[config.mk]
export PLATFORM = sky130hd
export DESIGN_NAME = fsf_decimator
export DESIGN_NICKNAME = d
export VERILOG_FILES = /design/src/logic/fsf_pkg.sv /design/src/logic/fsf_averager.sv /design/src/logic/fsf_decimator.sv
export SDC_FILE = /design/constraint.sdc
export NUM_CORES = 2
export LEC_CHECK = 0
export BUFFER_PORTS_ARGS = -buffer_cell sky130_fd_sc_hd__buf_4
export CAP_MARGIN = 25
export CORE_ASPECT_RATIO = 1.1
export CORE_MARGIN = 3
export CORE_UTILIZATION = 30
export DETAILED_ROUTE_END_ITERATION = 16
export PLACE_DENSITY_LB_ADDON = 0.05
export SLEW_MARGIN = 20
export SYNTH_ARGS = -nofsm -noshare
export SYNTH_HDL_FRONTEND = slang
export SYNTH_HIERARCHICAL = 1
export SYNTH_SLANG_ARGS = --single-unit
[constraint.sdc]
create_clock -name ref_clk -period 9.8 [get_ports ref_clk]
set_input_delay 0.98 -clock ref_clk [delete_from_list [all_inputs] [get_ports ref_clk]]
set_output_delay 0.98 -clock ref_clk [all_outputs]
set_load 0.02 [all_outputs]
[src/logic/fsf_pkg.sv]
// shared constants and carrier types for the fast-settle / post filter decimator
package fsf_pkg;

  // ------------------------------------------------------------
  // system clock and modulator clock generation
  // ------------------------------------------------------------
  localparam longint REF_HZ = 100_000_000;   // ref_clk rate
  localparam longint MCLK_FULL_HZ = 614_400; // full power modulator clock
  localparam longint MCLK_MID_HZ = 153_600;  // mid power modulator clock
  localparam longint MCLK_LOW_HZ = 76_800;   // low power modulator clock
  localparam int PHASE_W = 32;               // phase accumulator width
  // phase increments: f_mclk / f_ref scaled to 2^32
  localparam logic [PHASE_W-1:0] INC_FULL = PHASE_W'((MCLK_FULL_HZ << PHASE_W) / REF_HZ);
  localparam logic [PHASE_W-1:0] INC_MID = PHASE_W'((MCLK_MID_HZ << PHASE_W) / REF_HZ);
  localparam logic [PHASE_W-1:0] INC_LOW = PHASE_W'((MCLK_LOW_HZ << PHASE_W) / REF_HZ);

  // ------------------------------------------------------------
  // power modes and filter selections
  // ------------------------------------------------------------
  localparam logic [1:0] PWR_LOW = 2'h0;
  localparam logic [1:0] PWR_MID = 2'h1;
  localparam logic [1:0] PWR_FULL = 2'h2;
  localparam logic [2:0] FILT_POST = 3'h7;   // all ones selects post filter
  localparam logic [1:0] POST_27 = 2'h0;     // 27.27 SPS
  localparam logic [1:0] POST_25 = 2'h1;     // 25 SPS
  localparam logic [1:0] POST_20 = 2'h2;     // 20 SPS
  localparam logic [1:0] POST_16 = 2'h3;     // 16.67 SPS

  // ------------------------------------------------------------
  // decimation, averaging and timing counts (modulator clocks)
  // ------------------------------------------------------------
  localparam int RATE_W = 11;                // rate_select_field width
  localparam logic [RATE_W-1:0] RATE_MIN = 11'h001;
  localparam logic [5:0] DECIM_BASE = 6'h20; // 32 modulator clocks per rate step
  localparam logic [1:0] SINC_FILL = 2'h2;   // order 3 minus one discarded outputs
  localparam logic [6:0] DEAD_FIRST = 7'h5f; // 95 clocks after a start or config change
  localparam logic [6:0] DEAD_SEQ = 7'h1e;   // 30 clocks inside a sequence
  localparam logic [5:0] AVG_FULL_MID = 6'h10; // average by 16
  localparam logic [5:0] AVG_LOW = 6'h08;    // average by 8
  // post filter: sinc3 runs at 600 SPS, averaging sets the final rate
  localparam logic [RATE_W-1:0] POST_RATE_FULL = 11'h020;
  localparam logic [RATE_W-1:0] POST_RATE_MID = 11'h008;
  localparam logic [RATE_W-1:0] POST_RATE_LOW = 11'h004;
  localparam logic [5:0] POST_N_27 = 6'h16;  // 22 results
  localparam logic [5:0] POST_N_25 = 6'h18;  // 24 results
  localparam logic [5:0] POST_N_20 = 6'h1e;  // 30 results
  localparam logic [5:0] POST_N_16 = 6'h24;  // 36 results
  // reciprocals of the average counts in q16
  localparam int RECIP_W = 14;
  localparam logic [RECIP_W-1:0] RECIP_16 = 14'h1000;
  localparam logic [RECIP_W-1:0] RECIP_8 = 14'h2000;
  localparam logic [RECIP_W-1:0] RECIP_22 = 14'h0ba3;
  localparam logic [RECIP_W-1:0] RECIP_24 = 14'h0aab;
  localparam logic [RECIP_W-1:0] RECIP_30 = 14'h0889;
  localparam logic [RECIP_W-1:0] RECIP_36 = 14'h071c;
  localparam int RECIP_SHIFT = 16;

  // ------------------------------------------------------------
  // datapath sizes and carriers
  // ------------------------------------------------------------
  localparam int CHAN_N = 8;
  localparam int CHAN_W = 3;
  localparam int DATA_W = 50;                // 3 x 16 bit growth plus 2 bit signed +1 / -1 input

  typedef struct packed {
    logic [1:0] power_mode;                  // PWR_* code
    logic [2:0] filter_type;                 // FILT_POST or fast settle
    logic [1:0] post_select;                 // POST_* code
    logic [RATE_W-1:0] rate_select_field;    // legal 1..2047
    logic [CHAN_N-1:0] chan_en;              // enabled channels
  } cfg_t;

  typedef struct packed {
    logic [DATA_W-1:0] data;                 // signed averaged sinc3 value
    logic [CHAN_W-1:0] chan;                 // channel it belongs to
  } result_t;

endpackage : fsf_pkg

[src/logic/fsf_averager.sv]
// block averager: sums a programmable number of sinc3 results
`timescale 1ns/1ps
`default_nettype none
module fsf_averager #(
  parameter int DATA_W = 50,
  parameter int SUM_W = 56
) (
  input wire logic ref_clk,
  input wire logic nrst,
  input wire logic clear,
  input wire logic in_valid,
  input wire logic [DATA_W-1:0] in_data,
  input wire logic [5:0] count,
  output logic out_valid,
  output logic [SUM_W-1:0] out_sum
);

  // ------------------------------------------------------------
  // accumulation
  // ------------------------------------------------------------
  logic [SUM_W-1:0] acc_q; // running sum of the current block
  logic [5:0] n_q;         // results taken into the block
  logic [SUM_W-1:0] acc_d; // sum including this input

  assign acc_d = acc_q + SUM_W'($signed(in_data));

  // non-overlapping blocks, so each output sees fresh data only
  always_ff @(posedge ref_clk or negedge nrst) begin
    if (!nrst) begin
      acc_q <= '0;
      n_q <= '0;
      out_valid <= 1'b0;
      out_sum <= '0;
    end else begin
      out_valid <= 1'b0;
      if (clear) begin
        acc_q <= '0;
        n_q <= '0;
      end else if (in_valid) begin
        // last result of the block: hand over and restart
        if (n_q == count - 6'h01) begin
          out_sum <= acc_d;
          out_valid <= 1'b1;
          acc_q <= '0;
          n_q <= '0;
        end else begin
          acc_q <= acc_d;
          n_q <= n_q + 6'h01;
        end
      end
    end
  end

endmodule : fsf_averager
`default_nettype wire

[src/logic/fsf_decimator.sv]
// sinc3 decimator with averaging / post filter stage and channel sequencing
`timescale 1ns/1ps
`default_nettype none
module fsf_decimator #(
  parameter int CHAN_N = fsf_pkg::CHAN_N
) (
  input wire logic ref_clk,
  input wire logic nrst,
  input wire logic conv_en,
  input wire fsf_pkg::cfg_t cfg,
  input wire logic mod_bit_pin,
  output logic mod_clk_q,
  output fsf_pkg::result_t result_q,
  output logic data_new_q,
  output logic settling_q
);

  localparam int DW = fsf_pkg::DATA_W;
  localparam int SUM_W = DW + 6;
  localparam int PROD_W = SUM_W + fsf_pkg::RECIP_W;

  // ------------------------------------------------------------
  // modulator clock generation
  // ------------------------------------------------------------
  logic [fsf_pkg::PHASE_W-1:0] phase_q;  // fractional phase
  logic [fsf_pkg::PHASE_W-1:0] inc;      // per power mode increment
  logic [fsf_pkg::PHASE_W:0] phase_sum;  // carry marks one modulator clock
  logic tick_q;                          // one ref_clk per modulator clock

  // frequency follows the selected power mode
  always_comb begin
    case (cfg.power_mode)
      fsf_pkg::PWR_FULL: inc = fsf_pkg::INC_FULL;
      fsf_pkg::PWR_MID: inc = fsf_pkg::INC_MID;
      default: inc = fsf_pkg::INC_LOW;
    endcase
  end

  assign phase_sum = {1'b0, phase_q} + {1'b0, inc};

  // jitter of one ref_clk period; a clean source matters for the notches
  always_ff @(posedge ref_clk or negedge nrst) begin
    if (!nrst) begin
      phase_q <= '0;
      tick_q <= 1'b0;
      mod_clk_q <= 1'b0;
    end else begin
      phase_q <= phase_sum[fsf_pkg::PHASE_W-1:0];
      tick_q <= phase_sum[fsf_pkg::PHASE_W];
      mod_clk_q <= phase_q[fsf_pkg::PHASE_W-1];
    end
  end

  // ------------------------------------------------------------
  // modulator bit synchroniser
  // ------------------------------------------------------------
  logic bit_meta_q; // first stage, read only by bit_sync_q
  logic bit_sync_q; // safe to use

  always_ff @(posedge ref_clk or negedge nrst) begin
    if (!nrst) begin
      bit_meta_q <= 1'b0;
      bit_sync_q <= 1'b0;
    end else begin
      bit_meta_q <= mod_bit_pin;
      bit_sync_q <= bit_meta_q;
    end
  end

  // ------------------------------------------------------------
  // configuration decode
  // ------------------------------------------------------------
  logic post_mode;                      // post filter selected
  logic [fsf_pkg::RATE_W-1:0] rate_eff; // decimation rate in use
  logic [5:0] avg_n;                    // results per output
  logic [fsf_pkg::RECIP_W-1:0] recip;   // 1/avg_n in q16
  logic [15:0] dec_len;                 // 32 * rate modulator clocks

  assign post_mode = (cfg.filter_type == fsf_pkg::FILT_POST);

  // post filter pins the sinc3 rate at 600 SPS and picks the block length
  always_comb begin
    rate_eff = cfg.rate_select_field;
    avg_n = fsf_pkg::AVG_FULL_MID;
    recip = fsf_pkg::RECIP_16;
    if (cfg.power_mode == fsf_pkg::PWR_LOW) begin
      avg_n = fsf_pkg::AVG_LOW;
      recip = fsf_pkg::RECIP_8;
    end
    // zero is illegal; treat it as the smallest legal rate
    if (rate_eff == '0) begin
      rate_eff = fsf_pkg::RATE_MIN;
    end
    if (post_mode) begin
      case (cfg.power_mode)
        fsf_pkg::PWR_FULL: rate_eff = fsf_pkg::POST_RATE_FULL;
        fsf_pkg::PWR_MID: rate_eff = fsf_pkg::POST_RATE_MID;
        default: rate_eff = fsf_pkg::POST_RATE_LOW;
      endcase
      case (cfg.post_select)
        fsf_pkg::POST_27: begin
          avg_n = fsf_pkg::POST_N_27;
          recip = fsf_pkg::RECIP_22;
        end
        fsf_pkg::POST_25: begin
          avg_n = fsf_pkg::POST_N_25;
          recip = fsf_pkg::RECIP_24;
        end
        fsf_pkg::POST_20: begin
          avg_n = fsf_pkg::POST_N_20;
          recip = fsf_pkg::RECIP_30;
        end
        default: begin
          avg_n = fsf_pkg::POST_N_16;
          recip = fsf_pkg::RECIP_36;
        end
      endcase
    end
  end

  // first sinc notch sits at fclk / dec_len
  assign dec_len = 16'(rate_eff) * 16'(fsf_pkg::DECIM_BASE);

  // ------------------------------------------------------------
  // conversion sequencer
  // ------------------------------------------------------------
  typedef enum logic [1:0] {S_IDLE, S_DEAD, S_RUN} state_t;

  localparam int CHAN_W_L = fsf_pkg::CHAN_W;

  state_t state_q;                // conversion phase
  fsf_pkg::cfg_t cfg_q;           // config seen last cycle
  logic conv_en_q;                // conv_en last cycle
  logic [6:0] dead_q;             // dead clocks still to wait
  logic [CHAN_W_L-1:0] chan_q;    // channel being converted
  logic restart;                  // manual start or config change
  logic advance;                  // sequenced move to next channel
  logic multi;                    // more than one channel enabled
  logic avg_valid;                // averager finished a block
  logic [SUM_W-1:0] avg_sum;      // averager block sum
  logic dec_hit;                  // decimation boundary this cycle

  // next enabled channel after cur, wrapping round
  function automatic logic [CHAN_W_L-1:0] next_chan(input logic [CHAN_N-1:0] en,
                                                    input logic [CHAN_W_L-1:0] cur);
    logic [CHAN_W_L-1:0] idx;
    logic found;
    next_chan = cur;
    found = 1'b0;
    for (int i = 1; i <= CHAN_N; i++) begin
      idx = CHAN_W_L'(int'(cur) + i);
      if (!found && en[idx]) begin
        next_chan = idx;
        found = 1'b1;
      end
    end
  endfunction : next_chan

  assign multi = (cfg.chan_en & (cfg.chan_en - 1'b1)) != '0;
  assign restart = (conv_en && !conv_en_q) || (conv_en && (cfg != cfg_q));
  assign advance = (state_q == S_RUN) && avg_valid && multi;

  always_ff @(posedge ref_clk or negedge nrst) begin
    if (!nrst) begin
      cfg_q <= '0;
      conv_en_q <= 1'b0;
    end else begin
      cfg_q <= cfg;
      conv_en_q <= conv_en;
    end
  end

  // state, dead time and channel choice
  always_ff @(posedge ref_clk or negedge nrst) begin
    if (!nrst) begin
      state_q <= S_IDLE;
      dead_q <= '0;
      chan_q <= '0;
    end else begin
      case (state_q)
        S_IDLE: begin
          if (restart) begin
            state_q <= S_DEAD;
          end
        end
        S_DEAD: begin
          if (tick_q) begin
            if (dead_q == 7'h01) begin
              state_q <= S_RUN;
            end
            dead_q <= dead_q - 7'h01;
          end
        end
        S_RUN: begin
          // single channel stays here through input steps
          if (advance) begin
            state_q <= S_DEAD;
          end
        end
        default: state_q <= S_IDLE;
      endcase
      if (!conv_en) begin
        state_q <= S_IDLE;
      end else if (restart) begin
        state_q <= S_DEAD;
        dead_q <= fsf_pkg::DEAD_FIRST;
        chan_q <= next_chan(cfg.chan_en, CHAN_W_L'(CHAN_N - 1));
      end else if (advance) begin
        dead_q <= fsf_pkg::DEAD_SEQ;
        chan_q <= next_chan(cfg.chan_en, chan_q);
      end
    end
  end

  // ------------------------------------------------------------
  // sinc3 integrators and decimation counter
  // ------------------------------------------------------------
  logic [DW-1:0] int1_q, int2_q, int3_q; // integrator chain
  logic [15:0] dec_cnt_q;                // clocks into current period
  logic [DW-1:0] in_val;                 // +1 / -1 from the bit

  assign in_val = bit_sync_q ? DW'(1) : {DW{1'b1}};
  assign dec_hit = (state_q == S_RUN) && tick_q && (dec_cnt_q == dec_len - 16'h0001);

  // state is cleared outside a run so every conversion starts cold
  always_ff @(posedge ref_clk or negedge nrst) begin
    if (!nrst) begin
      int1_q <= '0;
      int2_q <= '0;
      int3_q <= '0;
      dec_cnt_q <= '0;
    end else if (state_q != S_RUN) begin
      int1_q <= '0;
      int2_q <= '0;
      int3_q <= '0;
      dec_cnt_q <= '0;
    end else if (tick_q) begin
      int1_q <= int1_q + in_val;
      int2_q <= int2_q + int1_q + in_val; // forward sums keep no stale term
      int3_q <= int3_q + int2_q + int1_q + in_val;
      dec_cnt_q <= dec_hit ? 16'h0000 : dec_cnt_q + 16'h0001;
    end
  end

  // ------------------------------------------------------------
  // sinc3 differentiators at the decimated rate
  // ------------------------------------------------------------
  logic [DW-1:0] z1_q, z2_q, z3_q; // delayed differences
  logic [DW-1:0] d1, d2, d3;       // comb outputs
  logic [DW-1:0] sinc_q;           // decimated sinc3 result
  logic sinc_vld_q;                // sinc_q fresh this cycle
  logic [1:0] fill_q;              // outputs still discarded

  assign d1 = int3_q - z1_q;
  assign d2 = d1 - z2_q;
  assign d3 = d2 - z3_q;

  // the first two outputs hold partial history and are thrown away
  always_ff @(posedge ref_clk or negedge nrst) begin
    if (!nrst) begin
      z1_q <= '0;
      z2_q <= '0;
      z3_q <= '0;
      sinc_q <= '0;
      sinc_vld_q <= 1'b0;
      fill_q <= fsf_pkg::SINC_FILL;
    end else begin
      sinc_vld_q <= 1'b0;
      if (state_q != S_RUN) begin
        z1_q <= '0;
        z2_q <= '0;
        z3_q <= '0;
        fill_q <= fsf_pkg::SINC_FILL;
      end else if (dec_hit) begin
        z1_q <= int3_q;
        z2_q <= d1;
        z3_q <= d2;
        sinc_q <= d3;
        if (fill_q != 2'h0) begin
          fill_q <= fill_q - 2'h1;
        end else begin
          sinc_vld_q <= 1'b1;
        end
      end
    end
  end

  // ------------------------------------------------------------
  // averaging or post filter block
  // ------------------------------------------------------------
  fsf_averager #(
    .DATA_W(DW),
    .SUM_W(SUM_W)
  ) u_avg (
    .ref_clk(ref_clk),
    .nrst(nrst),
    .clear(state_q != S_RUN),
    .in_valid(sinc_vld_q),
    .in_data(sinc_q),
    .count(avg_n),
    .out_valid(avg_valid),
    .out_sum(avg_sum)
  );

  // ------------------------------------------------------------
  // result register and new data flag
  // ------------------------------------------------------------
  logic [PROD_W-1:0] scaled; // sum times reciprocal

  assign scaled = PROD_W'($signed(avg_sum)) * PROD_W'(recip);

  always_ff @(posedge ref_clk or negedge nrst) begin
    if (!nrst) begin
      result_q <= '0;
      data_new_q <= 1'b0;
    end else begin
      data_new_q <= 1'b0;
      if (avg_valid && state_q == S_RUN) begin
        result_q.data <= scaled[fsf_pkg::RECIP_SHIFT +: DW];
        result_q.chan <= chan_q;
        data_new_q <= 1'b1;
      end
    end
  end

  // busy while no settled data is on the way
  always_ff @(posedge ref_clk or negedge nrst) begin
    if (!nrst) begin
      settling_q <= 1'b0;
    end else begin
      settling_q <= (state_q == S_DEAD) || (state_q == S_RUN && fill_q != 2'h0);
    end
  end

endmodule : fsf_decimator
`default_nettype wire

# [Word level (Yosys, flattened, before mapping)]
# Cells that the tools add are included.
[word_totals] output_inout_bits=56 regBits=618 wordCells=276
[classes] n_addsub=26 bitwise_logic=2 n_mux=136 mul=1 n_reduce_logical=55 n_eq_ne=16 magnitude_cmp=8
[ops] operator="50-bit 2-to-1 mux" count=13
[ops] operator="50-bit adder" count=6
[ops] operator="56-bit 2-to-1 mux" count=3
[ops] operator="50-bit subtractor" count=3
[ops] operator="56-bit by 15-bit multiplier with 66-bit output" count=1
[ops] operator="1-bit 2-to-1 mux" count=64
[ops] operator="56-bit adder" count=1
[ops] operator="3-bit 2-to-1 mux" count=18
[ops] operator="25-bit case mux with 2 select lines" count=1
[ops] operator="16-bit 2-to-1 mux" count=3
[ops] operator="12-bit case mux with 3 select lines" count=1
[ops] operator="7-bit 2-to-1 mux" count=5
[ops] operator="32-bit by 32-bit adder with 33-bit output" count=1
[ops] operator="3-bit by 4-bit less-than comparator with 1-bit output, second input constant" count=8
[ops] operator="14-bit 2-to-1 mux" count=2
[ops] operator="26-bit inequality test" count=1
[ops] operator="1-bit binary-select mux with 3-bit select" count=8
[ops] operator="6-bit 2-to-1 mux" count=4
[ops] operator="11-bit 2-to-1 mux" count=2
[ops] operator="1-bit logical AND" count=21
[ops] operator="6-bit case mux with 3 select lines" count=1
[ops] operator="16-bit by 1-bit adder with 16-bit output, second input constant" count=1
[ops] operator="16-bit equality test" count=1
[ops] operator="2-bit 2-to-1 mux" count=8
[ops] operator="other kinds (32)" count=67

# [Logic depth before layout (Yosys ltp)]
[logic_depth] word_depth=48 depth_mapped=38 ltp_nobuf=37

# [Cells and area by module]
# The synthesis kept the hierarchy.
[modules_own_cells] mod="fsf_decimator" cells_per_inst=6909 area_per_inst_um2=61315.1 n_inst=1 seq_area_each_um2=12488.2
[modules_own_cells] mod="fsf_averager" cells_per_inst=780 area_per_inst_um2=7661.1 n_inst=1 seq_area_each_um2=2977.9

# [Worst setup path after synthesis]
# OpenSTA, ideal clock, no wires.
[synth_path] kind="reg2reg" start="reg bit_sync_q" end="reg int1_q[49]" path_buffers=0 stages_incl_launch_ff=16 period_less_slack_ns=10.382 setup_ns=0.132 arrival_time_ns=10.250 setup_slack_ns=-0.582 path_cell_list="dfrtp_1 > inv_1 > ha_1 > a211oi_1 > o21bai_1 > o211ai_1 > o22a_1 > o311ai_1 > a21boi_1 > o32ai_1 > o41a_1 > a211o_1 > xnor2_1 > nand2_1 > xor2_1 > nor2_1"
[synth_between] elab_chain_len=4
[synth_rtl] element="from (decl)" line_no="fsf_decimator.sv:58" rtl="logic bit_sync_q;"
[synth_rtl] element="from (signal assigned)" line_no="fsf_decimator.sv:66" rtl="bit_sync_q <= bit_meta_q;"
[synth_rtl] element="50-bit 2-to-1 mux" line_no="fsf_decimator.sv:222" rtl="assign in_val = bit_sync_q ? DW'(1) : {DW{1'b1}};"
[synth_rtl] element="50-bit adder" line_no="fsf_decimator.sv:238" rtl="int1_q <= int1_q + in_val;"
[synth_rtl] element="50-bit 2-to-1 mux" line_no="fsf_decimator.sv:237" rtl="end else if (tick_q) begin"
[synth_rtl] element="50-bit 2-to-1 mux" line_no="fsf_decimator.sv:232" rtl="end else if (state_q != S_RUN) begin"
[synth_rtl] element="to (signal assigned)" line_no="fsf_decimator.sv:238"
[synth_rtl] element="to (decl)" line_no="fsf_decimator.sv:218" rtl="logic [DW-1:0] int1_q, int2_q, int3_q;"
# Every way passes these cells. The select of a mux whose other input is x is not followed.
# A chain may end at the register's enable or synchronous reset.

# [Worst setup path after layout]
[layout_path] start="reg int3_q[1]" end="reg sinc_q[49]"
[layout_between] elab_chain_len=3
[layout_rtl] element="from (decl)" line_no="fsf_decimator.sv:218"
[layout_rtl] element="from (signal assigned)" line_no="fsf_decimator.sv:240" rtl="int3_q <= int3_q + int2_q + int1_q + in_val;"
[layout_rtl] element="50-bit subtractor" line_no="fsf_decimator.sv:254" rtl="assign d1 = int3_q - z1_q;"
[layout_rtl] element="50-bit subtractor" line_no="fsf_decimator.sv:255" rtl="assign d2 = d1 - z2_q;"
[layout_rtl] element="50-bit subtractor" line_no="fsf_decimator.sv:256" rtl="assign d3 = d2 - z3_q;"
[layout_rtl] element="to (signal assigned)" line_no="fsf_decimator.sv:264" rtl="sinc_q <= '0;"
[layout_rtl] element="to (signal assigned)" line_no="fsf_decimator.sv:278" rtl="sinc_q <= d3;"
[layout_rtl] element="to (decl)" line_no="fsf_decimator.sv:250" rtl="logic [DW-1:0] sinc_q;"
# Every way passes these cells.

==> key figures <==
Timing
  – Clock skew: 26.6 ps
  – Slew Limit Fails: 0
  – Tcrit/Tclk final: 0.894
  – TNS Setup: 0 ps
  – Final hold viol count: 0
  – Min Tclk post-route: 8760 ps
  – RSZ-0062 raised after global routing: false
  – Max frequency: 0.114 GHz
  – Least-Margin Pin Slew: 1040 ps
  – Rel. slew slack: 0.287
  – Hold_ws: between 200 and 250 ps
  – Setup violations, final: 0

Synth
  – Mapped cell area: about 69000 um2
  – Area leader, netlist: dfrtp_1
  – Post-synth EDFFs: 0
  – List of most frequent post-synthesis cells: inv_1 (1239), nand2_1 (892), fa_1 (758)
  – Syn Area/Cell: around 9 um2
  – Most used DFF post-synth: dfrtp_1
  – Top cell type's share of synthesized area: 0.224
  – Yosys reg bits: around 600
  – Count leader, synth: inv_1
  – Synth Instances: between 7000 and 8000
  – Top post-synthesis cells by area: dfrtp_1 (22%), fa_1 (22%), ha_1 (11%)
  – YS warnings: 6
  – Synth async-reset ratio: 1.00
  – Sequential element share of the synthesized area: 0.224
  – Unique masters post-synth: 98

Outcome
  – Outcome: completed

Worst setup path
  – Startpoint types: flip-flop
  – WS Path Type: flip-flop to flip-flop
  – Crit-path leading delay family: compound AO/OA/AOI/OAI gates
  – CP Depth: 36
  – WP data arrival: 9350 ps
  – Req. time, crit path: 10390 ps
  – CP Max Fanout: 6
  – Critical path buffers and inverters: 2
  – R2R depth: 36
  – Cell mode on critical path: a21oi_1
  – Slowest cell on crit path: a41oi_1
  – CP endpoint kind: flip-flop
  – Crit path largest cell delay: ~510 ps

Clock network
  – Post-CTS Resized: 0
  – CTS clk-pin slew, worst paths: approximately 60 ps
  – Clk_lat worst skew: 720 ps
  – Clk root buf: clkbuf_16
  – CTS tree: yes
  – CTS max path bufs: 3
  – H-tree levels: 3
  – Post-CTS Setup Inserts: 0
  – Clock sinks: 618
  – Hold Buf Count CTS: 0
  – Total CTS buffers: 89

Global routing
  – Largest net degree at the start of global routing: 187
  – Number of global-route vias before repair: 54800
  – Busiest grt layer: met2
  – First-pass GRT wire length: about 330000 um
  – Met3 Use GR: 0.0171
  – GR Layer Usage met2: 0.320
  – GR Util met1: 0.230
  – Antenna violations before repair: 1
  – Grt total ovfl: 0
  – Global Route Usage Sum: 0.179

Power
  – Clock Power Share: 0.498
  – Switching share of power: 0.272
  – Pwr Density: 91.0 nW/um2
  – Comb pwr share: 0.116
  – Leakage Power: 0.0395 uW
  – Peak supply drop: 0.183 mV
  – Reg power frac: 0.385
  – P_int: about 5100 uW
  – Net switching power: roughly 1900 uW

Layout
  – Register area: 15500 um2
  – Fill count: 23800
  – Multi-input logic area: just under 50000 um2
  – Layout cells sized above 1: 0.0549
  – Area Growth Syn to Fin: 10.8%
  – # nets final: 9060

Routing
  – Antenna Nets Post-Route: 0
  – DR WL/cell: slightly below 20 um
  – Total number of vias: 51600
  – Total wire length: 211000 um
  – DRT iter0 DRCs: 2184
  – First-pass DRT Iterations: 5
  – Vias/cell: between 4 and 5
  – Residual DRC: 0

Floorplan
  – Overall die width: 463 um
  – Die height: 509 um
  – Row count: 183
  – Core Area: 227000 um2
  – Starting Density: 0.303
  – Die area: approximately 240000 um2
  – Io pins: 86

Place
  – # port buffers: 85
  – Final GP Congestion: ~0.84
  – Hpwl dp: 171000 um

Hold path
  – Worst Hold Class: input port to asynchronous set/reset pin

Flow run
  – Max_cap viols: 0
[power groups by stage]
stage	clock network [uW]	logic, uW	registers, uW
5_1_grt	3710	914	2690
6_report	3470	808	2680
2_1_floorplan	0	559	2720
3_5_place_dp	0	819	2720
3_3_place_gp	0	813	2720
4_1_cts	3630	821	2680
[placed cells by master (no fill, tap or decap), types with 69 or more instances in the layout]
cell       Yosys  final
a21o_1       263    263
a21oi_1      406    406
and2_1       173    172
and3_1       110    110
buf_4          0    135
clkbuf_16      0     90
dfrtp_1      617    615
fa_1         758    758
ha_1         583    582
inv_1       1239   1238
mux2i_1       91     91
nand2_1      892    890
nand3_1      223    222
nand4_1       69     69
nor2_1       333    326
o21ai_0      307    307
o21bai_1      76     76
xnor2_1      304    304
xor2_1       191    191
[metal layers]
metal,up-vias,wire (um)
met2,566,105000
met4,0,5810
met5,-,0
li1,25300,-
met3,194,5300
met1,25600,94300
[registers in the layout, indices dropped and copies added (netlist names), 2 cells and up]
| register | count |
|---|---|
| u_avg/acc_q | 56 |
| u_avg/out_sum | 56 |
| result_q | 53 |
| int1_q | 50 |
| int2_q | 50 |
| int3_q | 50 |
| sinc_q | 50 |
| z1_q | 50 |
| z2_q | 50 |
| z3_q | 50 |
| phase_q | 32 |
| cfg_q | 26 |
| dec_cnt_q | 16 |
| dead_q | 7 |
| u_avg/n_q | 6 |
| chan_q | 3 |
| fill_q | 2 |
| state_q | 2 |
[cell type report]
type | instances | share of cell area
multi-input combinational | 5588 | 0.628
clock buffer | 128 | 0.0345
timing repair buffer | 151 | 0.0172
antenna | 3 | 0.0000983
inverter | 1241 | 0.0610
sequential | 618 | 0.203
clock inverter | 37 | 0.00621
tap | 3052 | 0.0500
[path summary, 6_finish.rpt]
check | from | end | slack [ps]
min in group ref_clk | bit_meta_q | bit_sync_q | 350
min reg2reg | bit_meta_q | bit_sync_q | 350
max in group asynchronous | nrst | bit_sync_q | 7600
min | nrst | result_q[6] | 230
max | int3_q[1] | sinc_q[49] | 1040
max reg2reg | int3_q[1] | sinc_q[49] | 1040
[logic make-up after synthesis]
logic type      Yosys count  share of synthesized area
simple gates           2073                      0.140
fa+ha+maj              1342                      0.326
other cells               1                  0.0000544
xor+xnor                495                     0.0629
mux                     150                     0.0243
compound gates         1524                      0.142
buf+inv                1486                     0.0812
flops                   618                      0.224
[through the flow]
step / area [um2] / util / total power, uW / instances / setup WS, ps
2_1_floorplan: 69000 / - / 3280 / 7692 / 1550
6_report: 76400 / 0.336 / 6950 / 10800 / 1040
3_5_place_dp: 73300 / 0.322 / 3540 / 10600 / 460
3_3_place_gp: 73300 / 0.322 / 3540 / 10600 / 482
5_1_grt: 76400 / 0.336 / 7310 / 10800 / 415
4_1_cts: 76400 / 0.336 / 7130 / 10800 / 1020
Power figures use the tool's default switching activity.
